## config.mk

```make
export PLATFORM = sky130hd
export DESIGN_NAME = flash_host
export DESIGN_NICKNAME = d
export VERILOG_FILES = /design/src/hw/flash_host_pkg.sv /design/src/hw/flash_bus_cycle.sv /design/src/hw/flash_host.sv
export VERILOG_INCLUDE_DIRS = /design/src /design/src/hw
export SDC_FILE = /design/constraint.sdc
export NUM_CORES = 1
export LEC_CHECK = 0
export BUFFER_PORTS_ARGS = -buffer_cell sky130_fd_sc_hd__clkbuf_2
export CORE_AREA = 2 2 102 104
export CTS_BUF_LIST = sky130_fd_sc_hd__clkbuf_8 sky130_fd_sc_hd__clkbuf_16
export DETAILED_ROUTE_END_ITERATION = 8
export DIE_AREA = 0 0 104 106
export GPL_TIMING_DRIVEN = 0
export PLACE_DENSITY_LB_ADDON = 0.05
export SLEW_MARGIN = 5
export SYNTH_ARGS = -nofsm -noshare
export SYNTH_HDL_FRONTEND = slang
export SYNTH_SLANG_ARGS = --single-unit
```

## constraint.sdc

```tcl
create_clock -name CLK -period 7.5 [get_ports CLK]
set_input_delay 1.125 -clock CLK [delete_from_list [all_inputs] [get_ports CLK]]
set_output_delay 1.125 -clock CLK [all_outputs]
set_load 0.03 [all_outputs]
```

## src/hw/flash_host_defines.svh

```systemverilog
`ifndef FLASH_HOST_DEFINES_SVH
`define FLASH_HOST_DEFINES_SVH

// command addresses, upper bits driven low
`define ADDR_555 19'h00555
`define ADDR_2AA 19'h002aa
`define ADDR_ZERO 19'h00000

// command data bytes
`define CMD_UNLOCK1 8'haa
`define CMD_UNLOCK2 8'h55
`define CMD_RESET 8'hf0
`define CMD_ID 8'h90
`define CMD_PROG 8'ha0
`define CMD_ERASE_SETUP 8'h80
`define CMD_CHIP 8'h10
`define CMD_SECT 8'h30
`define CMD_SUSPEND 8'hb0
`define CMD_RESUME 8'h30

// step counts per operation
`define STEPS_SINGLE 3'h1
`define STEPS_ID 3'h3
`define STEPS_PROG 3'h4
`define STEPS_ERASE 3'h6
`define STEPS_NONE 3'h0

// timing
`define CLK_NS 40
`define T_ACC_NS 70
`define T_WP_NS 35
`define T_WIN_NS 50000
`define SYNC_CYC 2
`define ACC_CYC ((`T_ACC_NS + `CLK_NS - 1) / `CLK_NS)
`define WP_CYC ((`T_WP_NS + `CLK_NS - 1) / `CLK_NS)
`define RD_CYC (`ACC_CYC + `SYNC_CYC)
`define WIN_CYC (`T_WIN_NS / `CLK_NS)
// margin for accept-to-falling-edge delay of the next load
`define WIN_LOAD (`WIN_CYC - 2)

`endif

```

## src/hw/flash_host_pkg.sv

```systemverilog
`default_nettype none

package flash_host_pkg;

	typedef enum logic [3:0] {
		OP_READ = 4'h0,
		OP_RESET = 4'h1,
		OP_ID = 4'h2,
		OP_PROG = 4'h3,
		OP_CHIP_ERASE = 4'h4,
		OP_SECT_ERASE = 4'h5,
		OP_SECT_ADD = 4'h6,
		OP_SUSPEND = 4'h7,
		OP_RESUME = 4'h8
	} op_t;

	typedef struct packed {
		op_t op;
		logic [18:0] addr;
		logic [7:0] data;
	} req_t;

	typedef struct packed {
		logic [18:0] addr;
		logic [7:0] dq_o;
		logic dq_oe;
		logic ce_n;
		logic oe_n;
		logic we_n;
	} pins_t;

	typedef enum logic [1:0] {
		BC_IDLE = 2'b00,
		BC_SETUP = 2'b01,
		BC_STROBE = 2'b11,
		BC_HOLD = 2'b10
	} bc_state_t;

	typedef struct packed {
		bc_state_t st;
		logic wr;
		logic [3:0] cnt;
		logic [7:0] sync1;
		logic [7:0] sync2;
		logic [7:0] rdata;
		logic done;
		pins_t pins;
	} bc_t;

	typedef enum logic [1:0] {
		H_IDLE = 2'b00,
		H_WRITE = 2'b01,
		H_WAIT = 2'b11,
		H_READ = 2'b10
	} host_state_t;

	typedef struct packed {
		host_state_t st;
		req_t req;
		logic [2:0] idx;
		logic [2:0] total;
		logic rd;
		logic [15:0] win;
		logic rsp_valid;
		logic [7:0] rsp_data;
		logic rsp_err;
	} host_t;

endpackage

`default_nettype wire

```

## src/hw/flash_bus_cycle.sv

```systemverilog
`timescale 1ns/1ps
`default_nettype none
`include "flash_host_defines.svh"

module flash_bus_cycle (
	input wire logic clk,
	input wire logic rst,
	input wire logic start,
	input wire logic wr,
	input wire logic [18:0] addr,
	input wire logic [7:0] wdata,
	input wire logic [7:0] dq_i,
	output logic done,
	output logic [7:0] rdata,
	output flash_host_pkg::pins_t pins
);
	import flash_host_pkg::*;

	bc_t s_q;
	bc_t s_d;

	always_comb begin
		s_d = s_q;
		s_d.done = 1'b0;
		s_d.sync1 = dq_i;
		s_d.sync2 = s_q.sync1;
		unique case (s_q.st)
			BC_IDLE: if (start) begin
				s_d.st = BC_SETUP;
				s_d.wr = wr;
				s_d.pins.addr = addr;
				s_d.pins.dq_o = wdata;
				s_d.pins.ce_n = 1'b0;
			end
			BC_SETUP: begin
				s_d.st = BC_STROBE;
				if (s_q.wr) begin
					// write strobe with oe held high
					s_d.cnt = 4'(`WP_CYC);
					s_d.pins.we_n = 1'b0;
					s_d.pins.dq_oe = 1'b1;
				end else begin
					// read with we held high
					s_d.cnt = 4'(`RD_CYC);
					s_d.pins.oe_n = 1'b0;
				end
			end
			BC_STROBE: if (s_q.cnt == 4'h1) begin
				s_d.st = BC_HOLD;
				s_d.pins.we_n = 1'b1;
				s_d.pins.oe_n = 1'b1;
				if (!s_q.wr) begin
					s_d.rdata = s_q.sync2;
				end
			end else begin
				s_d.cnt = s_q.cnt - 4'h1;
			end
			BC_HOLD: begin
				// data held one cycle past the rising strobe edge
				s_d.st = BC_IDLE;
				s_d.pins.ce_n = 1'b1;
				s_d.pins.dq_oe = 1'b0;
				s_d.done = 1'b1;
			end
		endcase
	end

	always_ff @(posedge clk or posedge rst) begin
		if (rst) begin
			s_q <= '0;
			s_q.pins.ce_n <= 1'b1;
			s_q.pins.oe_n <= 1'b1;
			s_q.pins.we_n <= 1'b1;
		end else begin
			s_q <= s_d;
		end
	end

	assign done = s_q.done;
	assign rdata = s_q.rdata;
	assign pins = s_q.pins;

	write_strobe_a: assert property (@(posedge clk) disable iff (rst)
		!pins.we_n |-> pins.oe_n && !pins.ce_n && pins.dq_oe)
		else $error("write strobe without ce low, oe high or data");

	read_strobe_a: assert property (@(posedge clk) disable iff (rst)
		!pins.oe_n |-> pins.we_n && !pins.ce_n && !pins.dq_oe)
		else $error("read strobe with we low, ce high or data driven");

	write_shape_a: assert property (@(posedge clk) disable iff (rst)
		$fell(pins.we_n) |-> ##1 pins.we_n && pins.dq_oe && !pins.ce_n
			##1 pins.ce_n && !pins.dq_oe && done)
		else $error("write cycle width or data hold wrong");

	read_len_a: assert property (@(posedge clk) disable iff (rst)
		$fell(pins.oe_n) |-> !pins.oe_n[*4] ##1 pins.oe_n ##1 done)
		else $error("read strobe length wrong");

endmodule // flash_bus_cycle
`default_nettype wire

```

## src/hw/flash_host.sv

```systemverilog
`timescale 1ns/1ps
`default_nettype none
`include "flash_host_defines.svh"

// How it works
// - One F0H write anywhere resets to read and aborts failed operations.
// - Identifier entry: AAH/555H, 55H/2AAH, 90H/555H, then identifier read.
// - Program: AAH/555H, 55H/2AAH, A0H/555H, then byte to target.
// - Erase: five unlock/setup writes, then 10H/555H chip or 30H/sector.
// - Command writes hold write strobe and chip select low, oe high.
// - Reads drive chip select and oe low, write strobe high.
// - Each extra sector load must start within 50us of the last.
module flash_host (
	input wire logic CLK,
	input wire logic RST,
	input wire logic REQ_VALID,
	output logic REQ_READY,
	input wire flash_host_pkg::req_t REQ,
	output logic RSP_VALID,
	output logic [7:0] RSP_DATA,
	output logic RSP_ERR,
	input wire logic [7:0] FLASH_DQ_I,
	output flash_host_pkg::pins_t FLASH
);
	import flash_host_pkg::*;

	host_t s_q;
	host_t s_d;
	logic bc_done;
	logic [7:0] bc_rdata;
	logic bc_start;
	logic bc_wr;
	logic [26:0] cyc;
	logic accept;

	function automatic logic [2:0] n_steps(input op_t op);
		logic [2:0] n;
		unique case (op)
			OP_READ: n = `STEPS_NONE;
			OP_ID: n = `STEPS_ID;
			OP_PROG: n = `STEPS_PROG;
			OP_CHIP_ERASE, OP_SECT_ERASE: n = `STEPS_ERASE;
			default: n = `STEPS_SINGLE;
		endcase
		return n;
	endfunction

	// address and data of write step i
	function automatic logic [26:0] step(input req_t r, input logic [2:0] i);
		logic [26:0] v;
		v = {`ADDR_ZERO, `CMD_RESET};
		unique case (r.op)
			OP_RESET: v = {`ADDR_ZERO, `CMD_RESET};
			OP_SUSPEND: v = {r.addr, `CMD_SUSPEND};
			OP_RESUME: v = {r.addr, `CMD_RESUME};
			OP_SECT_ADD: v = {r.addr, `CMD_SECT};
			default: begin
				unique case (i)
					3'h0: v = {`ADDR_555, `CMD_UNLOCK1};
					3'h1: v = {`ADDR_2AA, `CMD_UNLOCK2};
					3'h2: begin
						if (r.op == OP_ID) begin
							v = {`ADDR_555, `CMD_ID};
						end else if (r.op == OP_PROG) begin
							v = {`ADDR_555, `CMD_PROG};
						end else begin
							v = {`ADDR_555, `CMD_ERASE_SETUP};
						end
					end
					3'h3: begin
						if (r.op == OP_PROG) begin
							v = {r.addr, r.data};
						end else begin
							v = {`ADDR_555, `CMD_UNLOCK1};
						end
					end
					3'h4: v = {`ADDR_2AA, `CMD_UNLOCK2};
					default: begin
						if (r.op == OP_CHIP_ERASE) begin
							v = {`ADDR_555, `CMD_CHIP};
						end else begin
							v = {r.addr, `CMD_SECT};
						end
					end
				endcase
			end
		endcase
		return v;
	endfunction

	assign REQ_READY = (s_q.st == H_IDLE);
	assign accept = REQ_VALID && REQ_READY;
	assign bc_start = (s_q.st == H_WRITE) || (s_q.st == H_READ);
	assign bc_wr = (s_q.st == H_WRITE);
	assign cyc = bc_wr ? step(s_q.req, s_q.idx) : {s_q.req.addr, 8'h00};

	always_comb begin
		s_d = s_q;
		s_d.rsp_valid = 1'b0;
		if (s_q.win != 16'h0) begin
			s_d.win = s_q.win - 16'h1;
		end
		unique case (s_q.st)
			H_IDLE: if (REQ_VALID) begin
				if (REQ.op == OP_SECT_ADD && s_q.win == 16'h0) begin
					// load window closed: refuse
					s_d.rsp_valid = 1'b1;
					s_d.rsp_err = 1'b1;
				end else begin
					s_d.req = REQ;
					s_d.idx = 3'h0;
					s_d.total = n_steps(REQ.op);
					s_d.rsp_err = 1'b0;
					if (REQ.op != OP_SECT_ADD && REQ.op != OP_SUSPEND) begin
						s_d.win = 16'h0;
					end
					s_d.st = (REQ.op == OP_READ) ? H_READ : H_WRITE;
				end
			end
			H_WRITE: begin
				s_d.st = H_WAIT;
				s_d.rd = 1'b0;
			end
			H_READ: begin
				s_d.st = H_WAIT;
				s_d.rd = 1'b1;
			end
			H_WAIT: if (bc_done) begin
				if (s_q.rd) begin
					s_d.rsp_data = bc_rdata;
					s_d.rsp_valid = 1'b1;
					s_d.st = H_IDLE;
				end else if ((s_q.idx + 3'h1) < s_q.total) begin
					s_d.idx = s_q.idx + 3'h1;
					s_d.st = H_WRITE;
				end else if (s_q.req.op == OP_ID) begin
					s_d.st = H_READ; // identifier read
				end else begin
					s_d.rsp_valid = 1'b1;
					s_d.st = H_IDLE;
					if (s_q.req.op == OP_SECT_ERASE ||
						s_q.req.op == OP_SECT_ADD) begin
						s_d.win = 16'(`WIN_LOAD);
					end
				end
			end
		endcase
	end

	always_ff @(posedge CLK or posedge RST) begin
		if (RST) begin
			s_q <= '0;
		end else begin
			s_q <= s_d;
		end
	end

	flash_bus_cycle u_cycle (
		.clk(CLK),
		.rst(RST),
		.start(bc_start),
		.wr(bc_wr),
		.addr(cyc[26:8]),
		.wdata(cyc[7:0]),
		.dq_i(FLASH_DQ_I),
		.done(bc_done),
		.rdata(bc_rdata),
		.pins(FLASH)
	);

	assign RSP_VALID = s_q.rsp_valid;
	assign RSP_DATA = s_q.rsp_data;
	assign RSP_ERR = s_q.rsp_err;

	reset_write_a: assert property (@(posedge CLK) disable iff (RST)
		accept && REQ.op == OP_RESET |-> ##3 !FLASH.we_n &&
			FLASH.dq_o == `CMD_RESET)
		else $error("reset request did not write F0");

	id_seq_a: assert property (@(posedge CLK) disable iff (RST)
		accept && REQ.op == OP_ID |-> ##[8:20] !FLASH.we_n &&
			FLASH.dq_o == `CMD_ID && FLASH.addr == `ADDR_555)
		else $error("identifier command write missing");

	prog_seq_a: assert property (@(posedge CLK) disable iff (RST)
		accept && REQ.op == OP_PROG |-> ##[8:20] !FLASH.we_n &&
			FLASH.dq_o == `CMD_PROG && FLASH.addr == `ADDR_555)
		else $error("program setup write missing");

	chip_seq_a: assert property (@(posedge CLK) disable iff (RST)
		accept && REQ.op == OP_CHIP_ERASE |-> ##[20:40] !FLASH.we_n &&
			FLASH.dq_o == `CMD_CHIP && FLASH.addr == `ADDR_555)
		else $error("chip erase final write missing");

	win_refuse_a: assert property (@(posedge CLK) disable iff (RST)
		accept && REQ.op == OP_SECT_ADD && s_q.win == 16'h0 |=>
			RSP_VALID && RSP_ERR && REQ_READY)
		else $error("late sector load not refused");

	read_start_a: assert property (@(posedge CLK) disable iff (RST)
		accept && REQ.op == OP_READ |-> ##3 !FLASH.oe_n && FLASH.we_n)
		else $error("read strobe not issued");

	sect_add_a: assert property (@(posedge CLK) disable iff (RST)
		accept && REQ.op == OP_SECT_ADD && s_q.win != 16'h0 |-> ##3
			!FLASH.we_n && FLASH.dq_o == `CMD_SECT &&
			FLASH.addr == $past(REQ.addr, 3))
		else $error("sector load write missing");

	sect_seq_a: assert property (@(posedge CLK) disable iff (RST)
		accept && REQ.op == OP_SECT_ERASE |-> ##28 !FLASH.we_n &&
			FLASH.dq_o == `CMD_SECT && FLASH.addr == $past(REQ.addr, 28))
		else $error("sector erase final write wrong");

endmodule // flash_host
`default_nettype wire

```

**Word-level counts from Yosys, hierarchy flattened**

Cells that the tools add are included.

- Register bits: 129
- Input port bits: 42

- Add/sub/neg operators: 3
- $lt $le $gt $ge: 1
- Eq/ne operators: 36
- Mux-type cells: 49
- Bitwise operators: 2
- Reduce and logical (&&, ||, !) cells: 32

Operators by type and width:

| kind | number |
|---|---|
| $pmux W27 S4 | 1 |
| $mux W27 | 3 |
| $pmux W27 S3 | 1 |
| $mux W16 | 5 |
| $mux W39 | 2 |
| $mux W17 | 3 |
| $pmux W17 S2 | 1 |
| $eq A4 B3 Y1 const B | 7 |
| $mux W25 | 1 |
| $reduce_and A3 Y1 | 6 |
| $eq A4 B2 Y1 const B | 4 |
| $logic_not A16 Y1 | 1 |
| $reduce_bool A16 Y1 | 1 |
| $sub A16 B1 Y16 const B | 1 |
| $mux W3 | 5 |
| $mux W2 | 7 |
| $ne A2 B2 Y1 const B | 7 |
| $mux W6 | 2 |
| $pmux W3 S4 | 1 |
| $reduce_and A2 Y1 | 6 |
| $reduce_bool A2 Y1 | 5 |
| $eq A2 B2 Y1 const B | 4 |
| $eq A4 B1 Y1 const B | 2 |
| $mux W8 | 1 |
| other kinds (26) | 46 |

**Depth between registers and ports, before layout**

- Word-level depth: 8
- Depth in mapped cells: 10
- Gate-level depth less buffers: 9

**Cells and area by module**

Synthesis repeated with hierarchy kept, for this count alone.

- Cells, all modules: 539
- Area, all modules: 6,216.0 sq um

Modules (own cells, without submodules):

| module | times used | cells an instance | area each (sq um) | seq. area each (sq um) |
|---|---|---|---|---|
| flash_host | 1 | 354 | 3,643.5 | 1,651.6 |
| flash_bus_cycle | 1 | 185 | 2,572.5 | 1,580.3 |

**Worst setup path before layout**

No wires, ideal clock.

- Path kind: input to register
- Start point: input REQ[30] (netlist bit)
- End point: register s_q[59] (netlist bit)
- Arrival time: 2.217 ns
- Data required time: 7.373 ns
- Setup slack: 5.156 ns
- Stages: 6
- Path buffers: 2
- Path through: nand3b_1 > nor3_1 > a21oi_2 > buf_4 > buf_6 > mux2_1

- Word-level cells in the longest chain between the ends: 4

Ends and longest elaborated chain:

| element | line | text |
|---|---|---|
| start: declaration | flash_host.sv:18 | `input wire flash_host_pkg::req_t REQ,` |
| $eq A4 B3 Y1 | flash_host.sv:105 | `if (REQ.op == OP_SECT_ADD && s_q.win == 16'h0) begin` |
| $logic_and A1 B1 Y1 | flash_host.sv:105 |  |
| $not A1 Y1 (no source line) | n/a |  |
| $reduce_and A3 Y1 (no source line) | n/a |  |
| end signal: assignment | flash_host.sv:152 | `s_q <= '0;` |
| end signal: assignment | flash_host.sv:154 | `s_q <= s_d;` |
| end: declaration | flash_host.sv:27 | `host_t s_q;` |

No other way between the ends.
A chain may end at the register's enable or synchronous reset.

**Final worst setup path**

- Start point: register s_q[64] (netlist bit)
- End point: output REQ_READY

- Word-level cells in the longest chain between the ends: 1

Ends and longest elaborated chain:

| element | line | text |
|---|---|---|
| $logic_not A2 Y1 | flash_host.sv:91 | `assign REQ_READY = (s_q.st == H_IDLE);` |
| end: declaration | flash_host.sv:17 | `output logic REQ_READY,` |

No other way between the ends.

==> metrics.cfg <==
[clocking]
post_cts_resized=0
clk_latency_ns=0.54
cts_tree=done
hold_buffers=0
clk_pin_slew_worst_paths_ns=0.06
cts-root-buf=clkbuf_8
post_cts_buffers=0
cts_made_buffers=17
clockBufferDepth=2
cts_max_level=4
cts_sinks=129

[timing]
worstMarginPinSlew_ns=1.33
whs_ns=0.349
fin_crit_sh_pct=36.9
skew_ns=0.00701
rsz0062_at_grt=false
clock.fmax_ghz=0.361
relSlewSlack_pct=10.7
setup_viol=0
hold_viol=0
tns_ns=0
maxSlewViolCount=0
post-route-min-period_ns=2.77

[yosys]
synth_seq_cells=129
postSynthCellCount=554
synth_common_cells=126 x dfrtp_1, 56 x nand2_1, 50 x mux2_2, 40 x buf_4, 40 x nor2_1
synth_top_area_share_pct=52.1
yosysUniqueCellTypes=58
synth_edf_count=0
async_flop_share_pct=100
syn_area_per_cell_um2=10.9
yosysWarnings=0
synth_seq_area_share_pct=53.4
synthesis.nets=610
yosysTopAreaCell=dfrtp_1
synth.most_common_cell=dfrtp_1
netlist_area_um2=6050
synth_area_leaders=dfrtp_1 52%, mux2_2 9.3%, buf_4 5.0%, nand2_1 3.5%, ha_1 2.9%
ys.flop_type=dfrtp_1

[routing]
dr_total_vias=4411
ant_nets=0
drt-wirelength-per-cell_um=15.3
drt_iter0_drc=181
drc=0
wirelength_mm=12.3
vias_per_cell=5.47
drtPass1Iterations=4

[placed_design]
hpwl_mm=8.74
dp_cells=774
place.gp.congestion=0.900
portBuffers=83

[worst_setup_path]
critical-path-top-delay-family=flip-flops
crit_path_top_delay_cell=dfrtp_1
cp.arrival_ns=1.64
cp.buffers_inverters=2
max_stage_delay_ns=0.42
crit_chain=inv_1, ha_1, clkbuf_2
crit_required_ns=6.38
endpoint_kind=output pin
crit_fanout=7
critical_path_class=reg2out
critPathLaunchType=flop

[finish]
num_antenna_cells=0
finalNonFillerCells=806
finish.utilization_pct=72.2
finalNetCount=713
area_growth_pct=19.3
drive_gt1_share_pct=33.1
fillers=762

[power_and_ir_drop]
powerDensity_nw_per_um2=466
p_total_mw=3.36
p_leak_nw=3.42
ir_drop_mv=0.265

[die]
core_um2=10000
ios=84
start_util_pct=60.5
fp.dieH_um=106
die_width_um=104
rows=37
die_area_um2=11000

[global_routing]
grt_max_degree=86
grt.overflow.total=0
grt.total_usage_pct=24.4
antenna_found_initial=0
grt_pass1_vias=4436
grt_pass1_wl_mm=20.9

[worst_hold_path]
holdCritPathClass=reg2reg

[outcome]
status=finished, final reports clean

[flow_run]
cap_violations=0

-- routing by layer --
layer / GRT usage (%) / share of wire (%)
met5: 0 / 0
met4: 8.88 / 1.7
met3: 6.93 / 4.3
met2: 39.6 / 49
met1: 31.6 / 45
-- cell families (layout without fill, tap and decap cells) --
logic type	Yosys count	after routing	synth area share [%]
simple gates	151	151	12.2
flops	129	129	53.4
compound gates	108	108	11.1
buf+inv	81	197	7.90
mux	57	57	10.5
fa+ha+maj	14	14	2.89
xor+xnor	14	14	2.03
-- power by group --
part / internal (mW) / switching (mW) / leakage (nW)
Combinational: 0.628 / 0.831 / 1.55
Clock: 0.459 / 0.290 / 0.273
Sequential: 0.977 / 0.180 / 1.60
Total: 2.06 / 1.30 / 3.42
-- layout make-up --
class,count,area [um^2],share of cell area [%]
Multi-Input combinational cell,344,2340,32.4
Sequential cell,129,3230,44.8
Clock buffer,20,455,6.31
Clock inverter,12,91.3,1.27
Inverter,20,80.1,1.11
Buffer,61,403,5.58
Tap cell,136,170,2.36
Timing Repair Buffer,84,443,6.14
-- cells in the final DEF (no fill, tap or decap), types with 4 or more instances in the layout --
cell type / n
nand3_1: 5
a31oi_1: 5
clkinv_2: 7
clkbuf_1: 17
a221o_1: 7
buf_4: 40
clkbuf_8: 4
nor3_1: 11
nand2_1: 56
mux2i_1: 6
xnor2_1: 8
nand2b_1: 4
mux2_2: 50
inv_1: 20
nor2b_1: 5
clkbuf_2: 83
a21oi_1: 33
ha_1: 14
dfrtp_1: 126
o21ai_0: 32
or3_1: 6
clkbuf_16: 16
xor2_1: 6
nor2_1: 40
-- worst register-to-register path, cell delays in order, from the launching register on --
cell,delay (ns)
dfrtp_1,0.42
ha_1,0.23
ha_1,0.27
inv_1,0.05
ha_1,0.29
nand2_1,0.07
o21ai_0,0.30
nand4_1,0.18
a21oi_1,0.32
clkbuf_1,0.39
nor2_1,0.10
-- path summary, 6_finish.rpt --
| path | start | to | slack (ns) | cells past startpoint |
|---|---|---|---|---|
| max in group asynchronous | RST | u_cycle.pins[0] | 6.15 | 3 |
| min in group asynchronous | RST | u_cycle.s_d[44] | 0.59 | 2 |
| worst min register to register | u_cycle.s_d[40] | u_cycle.s_q[40] | 0.35 | 0 |
| worst max register to register | s_q[30] | s_q[12] | 4.76 | 10 |
| worst max-delay path | s_q[64] | REQ_READY | 4.73 | 3 |
| worst min-delay path | u_cycle.s_d[40] | u_cycle.s_q[40] | 0.35 | 0 |
-- stage by stage --
step | instance area (um^2) | setup WS (ns)
after floorplan | 6050 | 2.94
after global placement | 6640 | 1.66
after detailed placement | 6670 | 4.70
after CTS | 7220 | 4.72
after global routing | 7220 | 4.52
final | 7220 | 4.73
-- state kept, by name, indices dropped and copies added (netlist names) --
register and count:
s_q 56, u_cycle.pins 31, RSP_ERR 1, u_cycle.s_d 8, u_cycle.s_q 15, u_cycle.done 1
u_cycle.rdata 8, RSP_VALID 1, RSP_DATA 8
Power figures use the tool's default switching activity.
